File: src/design/weg_pkg.sv
// Shared constants, register map and state codes of the watchdog guard
package weg_pkg;
    // Register byte offsets
    localparam logic [7:0] OFF_CTRL = 8'h00;
    localparam logic [7:0] OFF_CFG = 8'h04;
    localparam logic [7:0] OFF_STAT = 8'h08;
    localparam logic [7:0] OFF_IRQ_STAT = 8'h0c;
    localparam logic [7:0] OFF_IRQ_EN = 8'h10;
    localparam logic [7:0] OFF_IRQ_CLR = 8'h14;
    // Control word fields
    localparam int CTL_ENDINIT = 0;
    localparam int CTL_GUARD = 1;
    localparam int CTL_PWU_LSB = 2;
    localparam int CTL_PWF_LSB = 8;
    localparam int CTL_REL_LSB = 16;
    // Fixed password field, value is arbitrary
    localparam logic [7:0] PW_FIXED = 8'h3c;
    localparam logic [5:0] PWU_RST = 6'h00;
    // Configuration word fields
    localparam int CFG_DIS = 0;
    localparam int CFG_SLOW = 1;
    // Status word fields
    localparam int SR_CNT_LSB = 16;
    // Reload and compare values
    localparam logic [15:0] RELOAD_RST = 16'h0000;
    localparam logic [15:0] TIMEOUT_RELOAD = 16'hfffc;
    localparam logic [15:0] PREWARN_RELOAD = 16'hfffc;
    localparam logic [15:0] CNT_TOP = 16'hffff;
    localparam logic [15:0] WAKE_FROM = 16'h7fff;
    // Prescaler ratios
    localparam int DIV_FAST = 256;
    localparam int DIV_SLOW = 16384;
    // Reset request pulse length in cycles
    localparam logic [4:0] RST_PULSE_CYC = 5'd16;
    // Event bits
    localparam int IRQ_ACC = 0;
    localparam int IRQ_OVF = 1;
    localparam int IRQ_PREW = 2;
    localparam int IRQ_WAKE = 3;
    localparam int IRQ_EINIT = 4;
    localparam int IRQ_W = 5;
    // Bus answers
    localparam logic [1:0] RESP_OKAY = 2'h0;
    localparam logic [1:0] RESP_SLVERR = 2'h2;
    // Watchdog modes
    typedef enum logic [4:0] {
        ST_NORMAL = 5'b00001,
        ST_TIMEOUT = 5'b00010,
        ST_PREWARN = 5'b00100,
        ST_RESET = 5'b01000,
        ST_HELD = 5'b10000
    } weg_mode_t;
endpackage

File: src/design/weg_guard.sv
// Watchdog timer with end-of-init protection line behind an AXI4-Lite slave
//
// Local design decisions: the AXI4-Lite interface to the registers and the register addresses.
`timescale 1ns/10ps
// What this block does
// The watchdog count is a 16-bit up counter.
// The counter advances at the system clock divided by 256 or 16384, chosen by a config bit.
// Normal mode reloads a software value, time-out and prewarning modes a fixed value.
// An enabled watchdog resets the system unless software services it in time.
// The end-of-init bit drives a protection line; guarded writes need supervisor and bit 0.
// Every change of the end-of-init bit is watched and reported.
// An error first raises an NMI and only a further period later the system reset.
// Software changes the watchdog by two writes whose spacing is monitored and limited.
// The first write is checked against a password of fixed and user fields.
// A wrong password or wrong guard bits start the reset sequence.
// A counter overflow starts the reset sequence.
// The time-out can be disabled while password and end-of-init checks stay active.
// A second watchdog reset holds the chip in reset until power-on or hardware reset.
// The watchdog delivers an event that returns the system from idle or sleep to run.
// In idle or sleep a count step from 7FFF to 8000 hex signals wake-up.
// A correct two-write service reloads the counter and ends any time-out condition.
module weg_guard #(
    parameter int ADDR_W = 8
) (
    input wire logic aclk,
    input wire logic aresetn,
    input wire logic awvalid,
    output logic awready,
    input wire logic [ADDR_W-1:0] awaddr,
    input wire logic [2:0] awprot,
    input wire logic wvalid,
    output logic wready,
    input wire logic [31:0] wdata,
    input wire logic [3:0] wstrb,
    output logic bvalid,
    input wire logic bready,
    output logic [1:0] bresp,
    input wire logic arvalid,
    output logic arready,
    input wire logic [ADDR_W-1:0] araddr,
    input wire logic [2:0] arprot,
    output logic rvalid,
    input wire logic rready,
    output logic [31:0] rdata,
    output logic [1:0] rresp,
    input wire logic low_power,
    output logic endinit_line,
    output logic wd_nmi,
    output logic wd_reset,
    output logic wd_wake,
    output logic irq
);
    // Bus slave state
    logic awready_q, wready_q, bvalid_q, arready_q, rvalid_q;
    logic [1:0] bresp_q, rresp_q;
    logic [31:0] rdata_q;
    logic aw_got_q, w_got_q;
    logic [7:0] awaddr_q;
    logic awpriv_q;
    logic [31:0] wdata_q;
    logic [3:0] wstrb_q;
    // Watchdog state
    weg_pkg::weg_mode_t mode_q, mode_d;
    logic [15:0] cnt_q, cnt_d;
    logic [15:0] reload_q, reload_d;
    logic [5:0] pwu_q, pwu_d;
    logic locked_q, locked_d;
    logic endinit_q, endinit_d;
    logic seen_q, seen_d;
    logic [4:0] rst_cnt_q, rst_cnt_d;
    logic dis_q, slow_q;
    logic nmi_q, reset_q, wake_q, irq_q;
    logic [weg_pkg::IRQ_W-1:0] stat_q, en_q;

    // Handshakes and the single write execution point
    wire aw_hs = awvalid && awready_q;
    wire w_hs = wvalid && wready_q;
    wire ar_hs = arvalid && arready_q;
    wire wr_fire = aw_got_q && w_got_q && !bvalid_q;
    wire [31:0] bmask = {{8{wstrb_q[3]}}, {8{wstrb_q[2]}}, {8{wstrb_q[1]}}, {8{wstrb_q[0]}}};

    // Write address decode
    wire ws_ctrl = awaddr_q == weg_pkg::OFF_CTRL;
    wire ws_cfg = awaddr_q == weg_pkg::OFF_CFG;
    wire ws_stat = awaddr_q == weg_pkg::OFF_STAT;
    wire ws_ist = awaddr_q == weg_pkg::OFF_IRQ_STAT;
    wire ws_ien = awaddr_q == weg_pkg::OFF_IRQ_EN;
    wire ws_icl = awaddr_q == weg_pkg::OFF_IRQ_CLR;
    wire wr_mapped = ws_ctrl || ws_cfg || ws_stat || ws_ist || ws_ien || ws_icl;

    // Control word as read, and merged with the byte lanes written
    wire [31:0] ctrl_rd = {reload_q, weg_pkg::PW_FIXED, pwu_q, locked_q, endinit_q};
    wire [31:0] ctrl_wr = (wdata_q & bmask) | (ctrl_rd & ~bmask);
    wire [31:0] cfg_rd = {30'h0, slow_q, dis_q};
    wire [31:0] cfg_wr = (wdata_q & bmask) | (cfg_rd & ~bmask);
    wire pw_ok, guard_ok;

    weg_access_check u_check (
        .data(ctrl_wr),
        .pw_user(pwu_q),
        .pw_ok(pw_ok),
        .guard_ok(guard_ok)
    );

    // Two-write sequence classification
    wire ctrl_hit = wr_fire && ws_ctrl;
    wire pw_access = ctrl_hit && locked_q;
    wire mod_access = ctrl_hit && !locked_q;
    wire acc_err = (pw_access && !pw_ok) || (mod_access && !guard_ok);
    // Guarded write needs privileged access and end-of-init low
    wire cfg_wr_ok = wr_fire && ws_cfg && awpriv_q && !endinit_q;

    // Counting and error detection
    wire tick;
    wire live = (mode_q == weg_pkg::ST_NORMAL) || (mode_q == weg_pkg::ST_TIMEOUT);
    wire halted = (mode_q == weg_pkg::ST_RESET) || (mode_q == weg_pkg::ST_HELD);
    // Disable only stops normal mode; time-out keeps the two writes limited
    wire cnt_en = tick && !halted && !(mode_q == weg_pkg::ST_NORMAL && dis_q);
    wire ovf = cnt_en && cnt_q == weg_pkg::CNT_TOP;
    wire err_trig = live && (acc_err || ovf);
    wire rst_done = (mode_q == weg_pkg::ST_RESET) && rst_cnt_q == weg_pkg::RST_PULSE_CYC - 5'd1;
    wire wake_evt = cnt_en && cnt_q == weg_pkg::WAKE_FROM && low_power;
    wire einit_evt = endinit_d != endinit_q;
    wire [weg_pkg::IRQ_W-1:0] evt = {einit_evt, wake_evt, err_trig, live && ovf, live && acc_err};
    wire [weg_pkg::IRQ_W-1:0] clr = (wr_fire && ws_icl) ? wdata_q[weg_pkg::IRQ_W-1:0]
        & bmask[weg_pkg::IRQ_W-1:0] : '0;

    weg_prescaler #(
        .DIV_FAST(weg_pkg::DIV_FAST),
        .DIV_SLOW(weg_pkg::DIV_SLOW)
    ) u_presc (
        .aclk(aclk),
        .aresetn(aresetn),
        .slow(slow_q),
        .tick(tick)
    );

    // Mode sequencing; an error outranks a service in the same cycle
    always_comb begin
        mode_d = mode_q;
        cnt_d = cnt_en ? cnt_q + 16'd1 : cnt_q;
        reload_d = reload_q;
        pwu_d = pwu_q;
        locked_d = locked_q;
        endinit_d = endinit_q;
        seen_d = seen_q;
        rst_cnt_d = rst_cnt_q;
        case (mode_q)
            weg_pkg::ST_NORMAL, weg_pkg::ST_TIMEOUT: begin
                if (err_trig) begin
                    mode_d = weg_pkg::ST_PREWARN;
                    cnt_d = weg_pkg::PREWARN_RELOAD;
                    locked_d = 1'b1;
                end else if (pw_access) begin
                    // Open window runs from the fixed reload, overflow ends it
                    mode_d = weg_pkg::ST_TIMEOUT;
                    cnt_d = weg_pkg::TIMEOUT_RELOAD;
                    locked_d = 1'b0;
                end else if (mod_access) begin
                    mode_d = weg_pkg::ST_NORMAL;
                    locked_d = 1'b1;
                    endinit_d = ctrl_wr[weg_pkg::CTL_ENDINIT];
                    pwu_d = ctrl_wr[weg_pkg::CTL_PWU_LSB +: 6];
                    reload_d = ctrl_wr[weg_pkg::CTL_REL_LSB +: 16];
                    cnt_d = ctrl_wr[weg_pkg::CTL_REL_LSB +: 16];
                end
            end
            weg_pkg::ST_PREWARN: begin
                // Accesses are ignored; only the final overflow matters
                if (ovf) begin
                    rst_cnt_d = 5'd0;
                    mode_d = seen_q ? weg_pkg::ST_HELD : weg_pkg::ST_RESET;
                end
            end
            weg_pkg::ST_RESET: begin
                rst_cnt_d = rst_cnt_q + 5'd1;
                if (rst_done) begin
                    // Restart locked in normal mode with end-of-init set, counter from reload_q; remember this reset
                    mode_d = weg_pkg::ST_NORMAL;
                    seen_d = 1'b1;
                    locked_d = 1'b1;
                    endinit_d = 1'b1;
                    cnt_d = reload_q;
                end
            end
            weg_pkg::ST_HELD: begin
                mode_d = weg_pkg::ST_HELD;
            end
            default: begin
                mode_d = weg_pkg::ST_NORMAL;
            end
        endcase
    end

    // Watchdog registers
    always_ff @(posedge aclk) begin
        if (!aresetn) begin
            mode_q <= weg_pkg::ST_NORMAL;
            cnt_q <= weg_pkg::RELOAD_RST;
            reload_q <= weg_pkg::RELOAD_RST;
            pwu_q <= weg_pkg::PWU_RST;
            locked_q <= 1'b1;
            endinit_q <= 1'b1;
            seen_q <= 1'b0;
            rst_cnt_q <= 5'd0;
        end else begin
            mode_q <= mode_d;
            cnt_q <= cnt_d;
            reload_q <= reload_d;
            pwu_q <= pwu_d;
            locked_q <= locked_d;
            endinit_q <= endinit_d;
            seen_q <= seen_d;
            rst_cnt_q <= rst_cnt_d;
        end
    end

    // Guarded configuration; a watchdog restart returns it to defaults
    always_ff @(posedge aclk) begin
        if (!aresetn || rst_done) begin
            dis_q <= 1'b0;
            slow_q <= 1'b0;
        end else if (cfg_wr_ok) begin
            dis_q <= cfg_wr[weg_pkg::CFG_DIS];
            slow_q <= cfg_wr[weg_pkg::CFG_SLOW];
        end
    end

    // Sticky events, set wins over clear
    always_ff @(posedge aclk) begin
        if (!aresetn) begin
            stat_q <= '0;
            en_q <= '0;
        end else begin
            stat_q <= (stat_q & ~clr) | evt;
            if (wr_fire && ws_ien) begin
                en_q <= (wdata_q[weg_pkg::IRQ_W-1:0] & bmask[weg_pkg::IRQ_W-1:0])
                    | (en_q & ~bmask[weg_pkg::IRQ_W-1:0]);
            end
        end
    end

    // System side outputs, all registered
    always_ff @(posedge aclk) begin
        if (!aresetn) begin
            nmi_q <= 1'b0;
            reset_q <= 1'b0;
            wake_q <= 1'b0;
            irq_q <= 1'b0;
        end else begin
            nmi_q <= err_trig;
            reset_q <= (mode_d == weg_pkg::ST_RESET) || (mode_d == weg_pkg::ST_HELD);
            wake_q <= wake_evt || err_trig;
            irq_q <= |(stat_q & en_q);
        end
    end

    // Write channels: address and data taken in either order
    always_ff @(posedge aclk) begin
        if (!aresetn) begin
            aw_got_q <= 1'b0;
            w_got_q <= 1'b0;
            awready_q <= 1'b0;
            wready_q <= 1'b0;
            awaddr_q <= 8'h00;
            awpriv_q <= 1'b0;
            wdata_q <= 32'h0;
            wstrb_q <= 4'h0;
        end else begin
            if (aw_hs) begin
                aw_got_q <= 1'b1;
                awaddr_q <= 8'(awaddr);
                awpriv_q <= awprot[0];
            end else if (wr_fire) begin
                aw_got_q <= 1'b0;
            end
            if (w_hs) begin
                w_got_q <= 1'b1;
                wdata_q <= wdata;
                wstrb_q <= wstrb;
            end else if (wr_fire) begin
                w_got_q <= 1'b0;
            end
            awready_q <= !aw_hs && !aw_got_q && !bvalid_q && !wr_fire;
            wready_q <= !w_hs && !w_got_q && !bvalid_q && !wr_fire;
        end
    end

    // Write response; unmapped offsets answer with an error
    always_ff @(posedge aclk) begin
        if (!aresetn) begin
            bvalid_q <= 1'b0;
            bresp_q <= weg_pkg::RESP_OKAY;
        end else if (wr_fire) begin
            bvalid_q <= 1'b1;
            bresp_q <= wr_mapped ? weg_pkg::RESP_OKAY : weg_pkg::RESP_SLVERR;
        end else if (bvalid_q && bready) begin
            bvalid_q <= 1'b0;
        end
    end

    // Read decode and data selection
    wire [7:0] ra = 8'(araddr);
    wire rs_ctrl = ra == weg_pkg::OFF_CTRL;
    wire rs_cfg = ra == weg_pkg::OFF_CFG;
    wire rs_stat = ra == weg_pkg::OFF_STAT;
    wire rs_ist = ra == weg_pkg::OFF_IRQ_STAT;
    wire rs_ien = ra == weg_pkg::OFF_IRQ_EN;
    wire rs_icl = ra == weg_pkg::OFF_IRQ_CLR;
    wire rd_mapped = rs_ctrl || rs_cfg || rs_stat || rs_ist || rs_ien || rs_icl;
    wire [31:0] stat_word = {cnt_q, 9'h0, seen_q, slow_q, dis_q,
        mode_q == weg_pkg::ST_PREWARN, mode_q == weg_pkg::ST_TIMEOUT, endinit_q, locked_q};
    wire [31:0] rd_data = rs_ctrl ? ctrl_rd :
        rs_cfg ? cfg_rd :
        rs_stat ? stat_word :
        rs_ist ? {27'h0, stat_q} :
        rs_ien ? {27'h0, en_q} : 32'h0;

    // Read channel; the clear register reads as zero
    always_ff @(posedge aclk) begin
        if (!aresetn) begin
            arready_q <= 1'b0;
            rvalid_q <= 1'b0;
            rdata_q <= 32'h0;
            rresp_q <= weg_pkg::RESP_OKAY;
        end else if (ar_hs) begin
            arready_q <= 1'b0;
            rvalid_q <= 1'b1;
            rdata_q <= rd_data;
            rresp_q <= rd_mapped ? weg_pkg::RESP_OKAY : weg_pkg::RESP_SLVERR;
        end else if (rvalid_q && rready) begin
            rvalid_q <= 1'b0;
        end else if (!rvalid_q) begin
            arready_q <= 1'b1;
        end
    end

    assign awready = awready_q;
    assign wready = wready_q;
    assign bvalid = bvalid_q;
    assign bresp = bresp_q;
    assign arready = arready_q;
    assign rvalid = rvalid_q;
    assign rdata = rdata_q;
    assign rresp = rresp_q;
    assign endinit_line = endinit_q;
    assign wd_nmi = nmi_q;
    assign wd_reset = reset_q;
    assign wd_wake = wake_q;
    assign irq = irq_q;
endmodule

File: src/design/weg_prescaler.sv
// Clock prescaler giving a one-cycle counting enable
`timescale 1ns/10ps
module weg_prescaler #(
    parameter int DIV_FAST = 256,
    parameter int DIV_SLOW = 16384
) (
    input wire logic aclk,
    input wire logic aresetn,
    input wire logic slow,
    output logic tick
);
    localparam int CW = $clog2(DIV_SLOW);
    localparam logic [CW-1:0] M_FAST = CW'(DIV_FAST - 1);
    localparam logic [CW-1:0] M_SLOW = CW'(DIV_SLOW - 1);

    logic [CW-1:0] cnt_q;
    wire [CW-1:0] mask = slow ? M_SLOW : M_FAST;

    // Free running; low bits all ones once per period of either ratio
    always_ff @(posedge aclk) begin
        if (!aresetn) begin
            cnt_q <= '0;
        end else begin
            cnt_q <= cnt_q + 1'b1;
        end
    end

    assign tick = (cnt_q & mask) == mask;
endmodule

File: src/design/weg_access_check.sv
// Password and guard bit check of a control word write
`timescale 1ns/10ps
module weg_access_check (
    input wire logic [31:0] data,
    input wire logic [5:0] pw_user,
    output logic pw_ok,
    output logic guard_ok
);
    wire fixed_ok = data[weg_pkg::CTL_PWF_LSB +: 8] == weg_pkg::PW_FIXED;
    wire user_ok = data[weg_pkg::CTL_PWU_LSB +: 6] == pw_user;

    // First write: full password, guard low, end-of-init kept set
    assign pw_ok = fixed_ok && user_ok && !data[weg_pkg::CTL_GUARD]
        && data[weg_pkg::CTL_ENDINIT];
    // Second write: guard high and fixed field intact
    assign guard_ok = fixed_ok && data[weg_pkg::CTL_GUARD];
endmodule

File: config.mk
export PLATFORM = sky130hd
export DESIGN_NAME = weg_guard
export DESIGN_NICKNAME = d
export VERILOG_FILES = /design/src/design/weg_pkg.sv /design/src/design/weg_guard.sv /design/src/design/weg_prescaler.sv /design/src/design/weg_access_check.sv
export SDC_FILE = /design/constraint.sdc
export NUM_CORES = 1
export LEC_CHECK = 0
export BUFFER_PORTS_ARGS = -buffer_cell sky130_fd_sc_hd__buf_2
export CORE_MARGIN = 2
export CORE_UTILIZATION = 52
export CTS_BUF_LIST = sky130_fd_sc_hd__clkbuf_16
export CTS_CLUSTER_SIZE = 40
export DETAILED_ROUTE_END_ITERATION = 8
export PLACE_DENSITY = 0.77
export RECOVER_POWER = 25
export REMOVE_ABC_BUFFERS = 1
export SLEW_MARGIN = 10
export SYNTH_ARGS = -nofsm -noshare
export SYNTH_HDL_FRONTEND = slang
export SYNTH_SLANG_ARGS = --single-unit
export TNS_END_PERCENT = 30
File: constraint.sdc
create_clock -name aclk -period 2.7 [get_ports aclk]
set_input_delay 0.135 -clock aclk [delete_from_list [all_inputs] [get_ports aclk]]
set_output_delay 0.135 -clock aclk [all_outputs]
set_load 0.02 [all_outputs]
* Word-level counts from Yosys, hierarchy flattened
Cells that the tools add are included.
** Cells by class
- Mux-type cells :: 41
- Reductions and logical operators :: 84
- Equality and inequality tests :: 27
- $add $sub $neg :: 3
- Bitwise gates (word level) :: 20
** Operators by type and width (number)
- 32-bit two-way mux :: 3
- 16-bit two-way mux :: 5
- 32-bit bitwise AND :: 2
- 5-bit two-way mux :: 10
- 1-bit logical AND :: 37
- 8-bit by 4-bit == test with 1-bit output (second input constant) :: 4
- 8-bit by 5-bit == test with 1-bit output (second input constant) :: 4
- 32-bit NOT :: 1
- 32-bit OR :: 1
- 16-bit one-hot mux with 2 select lines :: 1
- 5-bit bitwise AND :: 4
- 5-bit one-hot mux with 4 select lines :: 1
- 1-bit logical OR :: 17
- 16-bit by 1-bit adder with 16-bit output (second input constant) :: 1
- 16-bit by 15-bit == test with 1-bit output (second input constant) :: 1
- 16-bit == test (second input constant) :: 1
- 8-bit by 3-bit == test with 1-bit output (second input constant) :: 2
- 8-bit zero test :: 2
- 5-bit by 4-bit == test with 1-bit output (second input constant) :: 3
- 1-bit two-way mux :: 15
- 14-bit by 1-bit adder with 14-bit output (second input constant) :: 1
- 14-bit bitwise AND :: 1
- 14-bit == test :: 1
- 1-bit zero test :: 14
- other kinds (25) :: 43
** Storage, ports and cells
- Logic and storage cells :: 206
- Input bits :: 66
- Register bits after elaboration :: 169
- Output and inout port bits :: 46

* Longest topological paths before layout
Gate-level depths: netlist of run 1.
- Depth in word-level cells :: 16
- Mapped depth :: 11
- Gate-level depth less buffers :: 9

* Hierarchy
Synthesis of run 1 repeated with hierarchy kept, for this count alone.
** Second synthesis, totals
- Cells, all modules :: 916
- Area, all modules :: 7434.6 um2
** Modules (own cells, without submodules)
- weg_guard :: seq. area each 2922.8 um2, area an instance 6698.9 um2, cells each 832, times used 1
- weg_prescaler :: seq. area each 280.3 um2, area an instance 625.6 um2, cells each 69, times used 1
- weg_access_check :: seq. area each 0.0 um2, area an instance 110.1 um2, cells each 15, times used 1

* Worst setup path before layout of run 1
No wires, ideal clock.
- Kind :: register -> register
- Start point :: register locked_q
- End point :: register reload_q[10]
- Data required time :: 2572 ps
- Arrival time :: 2475 ps
- Period minus slack after synthesis :: 2603 ps
- Cell stages (with the launch flop) :: 9
- Setup time :: 128 ps
- Path slack :: 97 ps
- Buffers on the path :: 2
- Path through :: dfxtp_1 buf_6 or4_1 or4_4 buf_6 nor4_4 o311ai_4 mux2i_1 nor2_1
** Between the ends
- Cells in the longest elaborated chain, start to end :: 12
- Elaborated cells between the ends (all ways) :: 19
- Those cells by class :: bitwise: 4; reduce/logical: 15
** Ends and longest elaborated chain
- from (decl) :: RTL line weg_guard.sv:67 : logic locked_q, locked_d;
- from (signal assigned) :: RTL line weg_guard.sv:211 : locked_q <= locked_d;
- 32-bit bitwise AND :: RTL line weg_guard.sv:93 : wire [31:0] ctrl_wr = (wdata_q & bmask) | (ctrl_rd & ~bmask);
- 32-bit OR :: RTL line weg_guard.sv:93
- 1-bit zero test :: RTL line weg_access_check.sv:13 : assign pw_ok = fixed_ok && user_ok && !data[weg_pkg::CTL_GUARD]
- 1-bit logical AND :: RTL line weg_access_check.sv:13
- 1-bit logical AND :: RTL line weg_access_check.sv:14 : && data[weg_pkg::CTL_ENDINIT];
- 1-bit zero test :: RTL line weg_guard.sv:109 : wire acc_err = (pw_access && !pw_ok) || (mod_access && !guard_ok);
- 1-bit logical AND :: RTL line weg_guard.sv:109
- 1-bit logical OR :: RTL line weg_guard.sv:109
- 1-bit logical OR :: RTL line weg_guard.sv:120 : wire err_trig = live && (acc_err || ovf);
- 1-bit logical AND :: RTL line weg_guard.sv:120
- 1-bit NOT (no line)
- 4-bit AND reduction (no line) (*)
- to (signal assigned) :: RTL line weg_guard.sv:200 : reload_q <= weg_pkg::RELOAD_RST;
- to (signal assigned) :: RTL line weg_guard.sv:209 : reload_q <= reload_d;
- to (decl) :: RTL line weg_guard.sv:65 : logic [15:0] reload_q, reload_d;
Every way passes the cells marked *; elsewhere a longest branch is shown, timed or not.
A chain may end at the register's enable or synchronous reset.

* Worst setup path in the final report of run 1
- Start point :: register awaddr_q[7]
- End point :: register reload_q[1]
** Between the ends
- Cells in the longest elaborated chain, start to end :: 9
- Elaborated cells between the ends (all ways) :: 12
- Those cells by class :: bitwise: 2; reduce/logical: 10
** Ends and longest elaborated chain
- from (decl) :: RTL line weg_guard.sv:58 : logic [7:0] awaddr_q;
- from (signal assigned) :: RTL line weg_guard.sv:272 : awaddr_q <= 8'(awaddr);
- 8-bit zero test (*) :: RTL line weg_guard.sv:83 : wire ws_ctrl = awaddr_q == weg_pkg::OFF_CTRL;
- 1-bit logical AND (*) :: RTL line weg_guard.sv:106 : wire ctrl_hit = wr_fire && ws_ctrl;
- 1-bit logical AND (on tied branches) :: RTL line weg_guard.sv:107, weg_guard.sv:108
- 1-bit logical AND :: RTL line weg_guard.sv:109
- 1-bit logical OR :: RTL line weg_guard.sv:109
- 1-bit logical OR :: RTL line weg_guard.sv:120
- 1-bit logical AND :: RTL line weg_guard.sv:120
- 1-bit NOT (no line)
- 4-bit AND reduction (no line) (*)
Marks and branches as above.

==> results of run 1 <==
## synth_stat cells (all sizes together) (4+ instances only)
library cell / n
xor2: 18
nand4: 11
xnor2: 10
buf: 21
ha: 4
or4: 7
a21oi: 73
o21ai: 38
a211oi: 6
a221oi: 23
o211ai: 6
or3: 5
nor3: 33
nor2: 108
nand3: 16
mux2i: 45
and3: 8
a2111oi: 9
a21boi: 4
or2: 4
nand2b: 7
a31oi: 5
nor2b: 6
o21a: 4
and2: 7
and4: 4
a22oi: 9
nor4: 8
dfxtp: 160
inv: 15
nand2: 137
nor3b: 4
clkbuf: 47
## where the power goes
part / internal (uW) / switching, uW / leakage, uW
Combinational: 214 / 318 / 0.00208
Clock: 1540 / 984 / 0.000292
Sequential: 2440 / 69.9 / 0.00130
Total: 4190 / 1370 / 0.00368
## timing repair
action | in CTS | in global routing
hold buffers | 47 | 0
endpoints found under the setup margin | 1 | 2
gates resized for setup | 1 | 1
endpoints found under the hold margin | 47 | 0
## area by class of cell
class                   instances  area (sq um)  area share
multi-input cells             672          3991      0.4268
inverters                      15         56.30    0.006020
flip-flops and latches        160          3204      0.3426
clock buffers                  17         425.4     0.04548
clock inverters                15         192.7     0.02060
repair buffers                190          1257      0.1344
well taps                     180         225.2     0.02408
## sequential cells by signal (all words and copies together), names as in the netlist, 4 cells and up, named ones only
register / cells
wstrb_q: 4
mode_q: 5
rdata: 25
awaddr_q: 8
wdata_q: 32
u_presc.cnt_q: 14
stat_q: 5
pwu_q: 6
cnt_q: 16
rst_cnt_q: 5
reload_q: 16
## worst max-delay path, stage by stage, from the launching register on
cell and delay [ns]:
dfxtp_1 0.33, or4_4 0.57, or4_4 0.56, nor4_4 0.25, buf_4 0.20, o311ai_4 0.10, buf_4 0.22, mux2i_1 0.18
nor2_1 0.06
## routing by layer
| layer | GRT usage | part of all wire | vias to the layer above |
|---|---|---|---|
| li1 | - | - | 3543 |
| met4 | 0.1038 | 0.021 | 0 |
| met2 | 0.4285 | 0.47 | 307 |
| met5 | 0 | 0 | - |
| met3 | 0.05326 | 0.070 | 42 |
| met1 | 0.3581 | 0.44 | 3445 |
## worst max path at each step
| stage | start | end | slack [ns] | cells after the start |
|---|---|---|---|---|
| finish | awaddr_q[7] | reload_q[1] | 0.08 | 8 |
| global route | awaddr_q[7] | reload_q[10] | 0.01 | 8 |
| CTS | mode_q[3] | cnt_q[15] | 0.10 | 8 |
| detailed placement | mode_q[3] | cnt_q[15] | 0.03 | 8 |
| global placement | mode_q[3] | cnt_q[15] | 0.09 | 8 |
| floorplan | araddr[7] | rdata[4] | -0.77 | 5 |
## through the flow
stage	power, uW	TNS [ns]	worst slack [ns]	cells
global placement	3022	0	0.09007	1170
detailed placement	3032	0	0.02691	1170
finish	5564	0	0.08148	1249
CTS	5584	0	0.1000	1249
global route	5755	0	0.01449	1249
floorplan	2822	-20.82	-0.7675	847
## logic make-up (layout without fill, tap and decap cells)
kind of cell / count (synthesis) / after routing / synth area share
buf+inv: 83 / 237 / 0.04869
other cells: 1 / 6 / 0.0004981
flops: 160 / 160 / 0.4255
simple gates: 378 / 378 / 0.2353
mux: 46 / 46 / 0.06133
xor+xnor: 28 / 28 / 0.03257
compound gates: 210 / 210 / 0.1895
fa+ha+maj: 4 / 4 / 0.006648
==> flow_metrics.tcl, run 1 <==
set metrics [dict create \
    clock.fmax_mhz 381.9 \
    worstRegToRegCells 8 \
    htree_levels 4 \
    max_cap_viol_count 2 \
    max-slew-margin-rel -0.2396 \
    cts.clk_slew.worst_paths_ns 0.07 \
    finalNetCount 1126 \
    synth.area.top_cells "dfxtp_1 43%, nand2_1 6.8%, mux2i_1 6.0%" \
    wire_per_inst_microns 16.74 \
    first_global_vias 6881 \
    drc_errors 0 \
    numPortBuffers 100 \
    grt_max_degree 51 \
    place_area_sq_um 8313 \
    r2r_setup_slack_ns 0.08 \
    num_vias 7337 \
    postSynthCellCount 910 \
    rsz0062_at_grt "false" \
    p_leak_uw 0.003676 \
    cp-start-kind "flip-flop" \
    num_antenna_cells 0 \
    avgSynthCellArea_sq_um 8.273 \
    netlist.top_cell.by_area "dfxtp_1" \
    cts_buffer_depth 2 \
    synth_top_area_frac 0.4255 \
    ant_nets 0 \
    place.gp.congestion 0.9262 \
    first_pass_iters 5 \
    synth_area_sq_um 7528 \
    grt_pass1_wl_microns 33930 \
    final_area_sq_um 9353 \
    whs_path_depth 3 \
    io_pins 112 \
    dieArea_sq_um 15460 \
    finalClockSkew_ns 0.008811 \
    cts_sinks 160 \
    min_period_ns 2.619 \
    clock_latency_ns 0.43 \
    syn_to_final_growth_pct 24.23 \
    cts_setup_buffers 0 \
    synth_cell_types 68 \
    rows 43 \
    grt.total_usage 0.2680 \
    whs_endpoint "rresp[1]" \
    initial_core_util 0.5382 \
    fin_util 0.6686 \
    critical_path_class "flip-flop to flip-flop" \
    grt_overflow_total 0 \
    hpwl_microns 13470 \
    crit-reg2reg-capture "reload_q[1]" \
    setup_viol 0 \
    peakVddDrop_mv 0.5722 \
    maxSlewViolCount 82 \
    yosysWarnings 0 \
    via_per_inst 5.874 \
    numCtsBuffers 17 \
    root_buffer "clkbuf_16" \
    crit_arrival_ns 2.91 \
    drive_gt1_frac 0.1450 \
    failed_checks "capacitance limit, slew limit" \
    finalCritPeriodShare 0.9698 \
    final_common_cell "dfxtp_1" \
    hold_ws_ns 0.1051 \
    final_cell_mix "159 x dfxtp_1, 137 x nand2_1, 108 x nor2_1" \
    synth_edf_count 0 \
    powerDensity_nw_per_um2 594.9 \
    synthFlopType "dfxtp_1" \
    finalHoldViolCount 0 \
    worstHoldStart "araddr[4]" \
    async_flop_share 0 \
    wl_microns 20900 \
    ys_seq_area_frac 0.4255 \
    cp-end-kind "flip-flop" \
    fp.dieW_microns 124.3 \
    drt_iter0_markers 732 \
    cts_tree "done" \
    outcome "finished with violations" \
    die_h_microns 124.3 \
    fill_cells 1181 \
    hp-class "input port to flip-flop" \
    r2r-start "awaddr_q[7]" \
    synth_seq_cells 160 \
    crit_fanout 8 \
    coreArea_sq_um 13990 \
    antenna_found_initial 0 \
    worst_pin_slew_ns 1.859 \
    required_ns 2.99 \
]
Power figures use the tool's default switching activity.
==> run 2, diff against run 1 <==
BUFFER_PORTS_ARGS = unset   (was -buffer_cell sky130_fd_sc_hd__buf_2)
CORE_UTILIZATION = 57   (was 52)
DONT_BUFFER_PORTS = 1   (was unset)
PLACE_DENSITY = 0.75   (was 0.77)
==> run 2 against run 1 <==
  * The run now ends clean
  * Critical path depth stayed put
  * Cell area decreased by 5.0%
  * Worst setup slack improved by 0.049 ns
  * Via count decreased by 4.8%
  * Worst hold slack got worse by 0.096 ns
  * Total power down 3.5%
  * Clock-buffer cell count is the same
  * Register-to-register slack improved by 0.05 ns
  * Clock power fell by 5%
==> flow_metrics.tcl, run 2 (synthesis gave the netlist of run 1 again) <==
set metrics [dict create \
    first_global_vias 6902 \
    num_vias 6983 \
    total_power_uw 5371 \
    cts_sinks 160 \
    setup_viol 0 \
    max-slew-margin-rel 0.1135 \
    slowest_delay_ns 0.56 \
    hp-class "input port to flip-flop" \
    grt_overflow_total 0 \
    coreArea_sq_um 12770 \
    cts_tree "done" \
    rsz0062_at_grt "false" \
    numPortBuffers 0 \
    ant_nets 0 \
    whs_path_depth 3 \
    root_buffer "clkbuf_16" \
    place.gp.congestion 0.9577 \
    power_frac_comb 0.079 \
    wire_per_inst_microns 18.16 \
    r2r-start "awaddr_q[7]" \
    cp-end-kind "flip-flop" \
    rows 41 \
    cp.buffers_inverters 2 \
    drt_iter0_markers 529 \
    clock.fmax_mhz 389.2 \
    critPathLaunch "awaddr_q[7]" \
    cp-start-kind "flip-flop" \
    finalSetupTns_ns 0 \
    critPathSlowestCell "or4_4" \
    p_switching_uw 1387 \
    swShare 0.2582 \
    largest-register "wdata_q" \
    hpwl_microns 14020 \
    seqCellArea_sq_um 3203 \
    grt_max_degree 50 \
    required_ns 3.00 \
    clock_latency_ns 0.43 \
    final_common_cell "dfxtp_1" \
    cts.clk_slew.worst_paths_ns 0.07 \
    instances_no_fill 1146 \
    power_frac_seq 0.475 \
    crit-reg2reg-capture "reload_q[15]" \
    critical-path-top-delay-family "simple AND/OR/NAND/NOR gates" \
    finalClockSkew_ns 0.008025 \
    finalNetCount 1029 \
    fp.dieW_microns 118.9 \
    hold_ws_ns 0.009022 \
    cts_buffer_depth 2 \
    peakVddDrop_mv 0.3841 \
    max_cap_viol_count 0 \
    multi_input_area_sq_um 3996 \
    crit_chain "or4_4 -> or4_4 -> nor4_4 -> buf_4 -> o311ai_4 -> buf_12 -> mux2i_1 -> nor2_1" \
    crit_fanout 8 \
    maxSlewViolCount 0 \
    wl_microns 20820 \
    worst_pin_slew_ns 1.330 \
    cpMostUsedCell "or4_4" \
    first_pass_iters 6 \
    worstHoldStart "aresetn" \
    drive_gt1_frac 0.09259 \
    clockPowerShare 0.446 \
    syn_to_final_growth_pct 18.03 \
    r2r_setup_slack_ns 0.13 \
    grt.total_usage 0.2978 \
    initial_core_util 0.5894 \
    dpl.cell_count 1060 \
    dieArea_sq_um 14140 \
    powerDensity_nw_per_um2 604.4 \
    grt_pass1_wl_microns 33790 \
    p_leak_uw 0.003365 \
    worstRegToRegCells 8 \
    htree_levels 4 \
    outcome "finished, final reports clean" \
    io_pins 112 \
    finalCritPeriodShare 0.9516 \
    via_per_inst 6.093 \
    final_cell_mix "160 x dfxtp_1, 137 x nand2_1, 108 x nor2_1" \
    antenna_found_initial 1 \
    layout_setup_ws_ns 0.1307 \
    critical_path_class "flip-flop to flip-flop" \
    place_ws_ns 0.09690 \
    internal-power_uw 3984 \
    die_h_microns 118.9 \
    whs_endpoint "cnt_q[12]" \
    crit_arrival_ns 2.87 \
    numCtsBuffers 17 \
    finalHoldViolCount 0 \
    fill_cells 1004 \
    drc_errors 0 \
    min_period_ns 2.569 \
    largest_reg_flops 32 \
]
[run 2: changes by cell type in the layout (fill, tap and decap cells not counted), moves of 2 or more]
| cell | previous run | this run |
|---|---|---|
| dlygate4sd3_1 | 47 | 50 |
| buf_4 | 40 | 38 |
| clkbuf_2 | 0 | 2 |
| bufinv_16 | 4 | 2 |
| clkinv_4 | 1 | 3 |
| and2_1 | 5 | 7 |
| clkinv_2 | 1 | 3 |
| clkbuf_1 | 35 | 2 |
| diode_2 | 0 | 2 |
| and2_0 | 2 | 0 |
| buf_2 | 67 | 0 |
[run 2: stage by stage]
stage | instance area, sq um | utilization
global route | 8886 | 0.6957
detailed placement | 7786 | 0.6096
CTS | 8872 | 0.6946
floorplan | 7237 | -
global placement | 7786 | 0.6096
finish | 8886 | 0.6957
[run 2: worst max path at each step]
stage,depth (start not counted),slack (ns),end
final,8,0.13,reload_q[15]
after global routing,8,0.02,reload_q[14]
after CTS,7,0.07,reload_q[1]
after detailed placement,7,0.1,reload_q[1]
after global placement,8,0.21,reload_q[15]
after floorplan,5,-0.77,rdata[4]
[run 2: repair_timing]
item | CTS | global route
hold buffers | 50 | 0
buffers inserted | 0 | 2
hold endpoints to repair | 74 | 0
resized for setup | 0 | 2
endpoints found under the setup margin | 0 | 11
[run 2: layer usage]
metal	vias up	part of all wire	track usage
li1	3350	-	-
met1	3289	0.42	0.3679
met2	294	0.48	0.4946
met3	50	0.074	0.06753
met4	0	0.028	0.1354
met5	-	0	0
[run 2: worst register-to-register path, stage by stage, from the launching register on]
cell and delay, ns:
dfxtp_1 0.32, or4_4 0.53, or4_4 0.56, nor4_4 0.27, buf_4 0.21, o311ai_4 0.13
buf_12 0.20, mux2i_1 0.16, nor2_1 0.07
[run 2: area by class of cell]
type                            instances  area share
Inverter                               15    0.006477
Sequential cell                       160      0.3605
Multi-Input combinational cell        672      0.4497
Tap cell                              172     0.02422
Timing Repair Buffer                   93     0.09265
Antenna cell                            2   0.0005632
Clock buffer                           17     0.04787
Clock inverter                         15     0.01802
[run 2: power by group through the flow]
stage	Sequential, uW	Clock, uW	Combinational (uW)
6_report	2550	2400	423
5_1_grt	2560	2510	471
4_1_cts	2550	2410	416
3_5_place_dp	2600	0	352
3_3_place_gp	2600	0	339
2_1_floorplan	2580	0	240
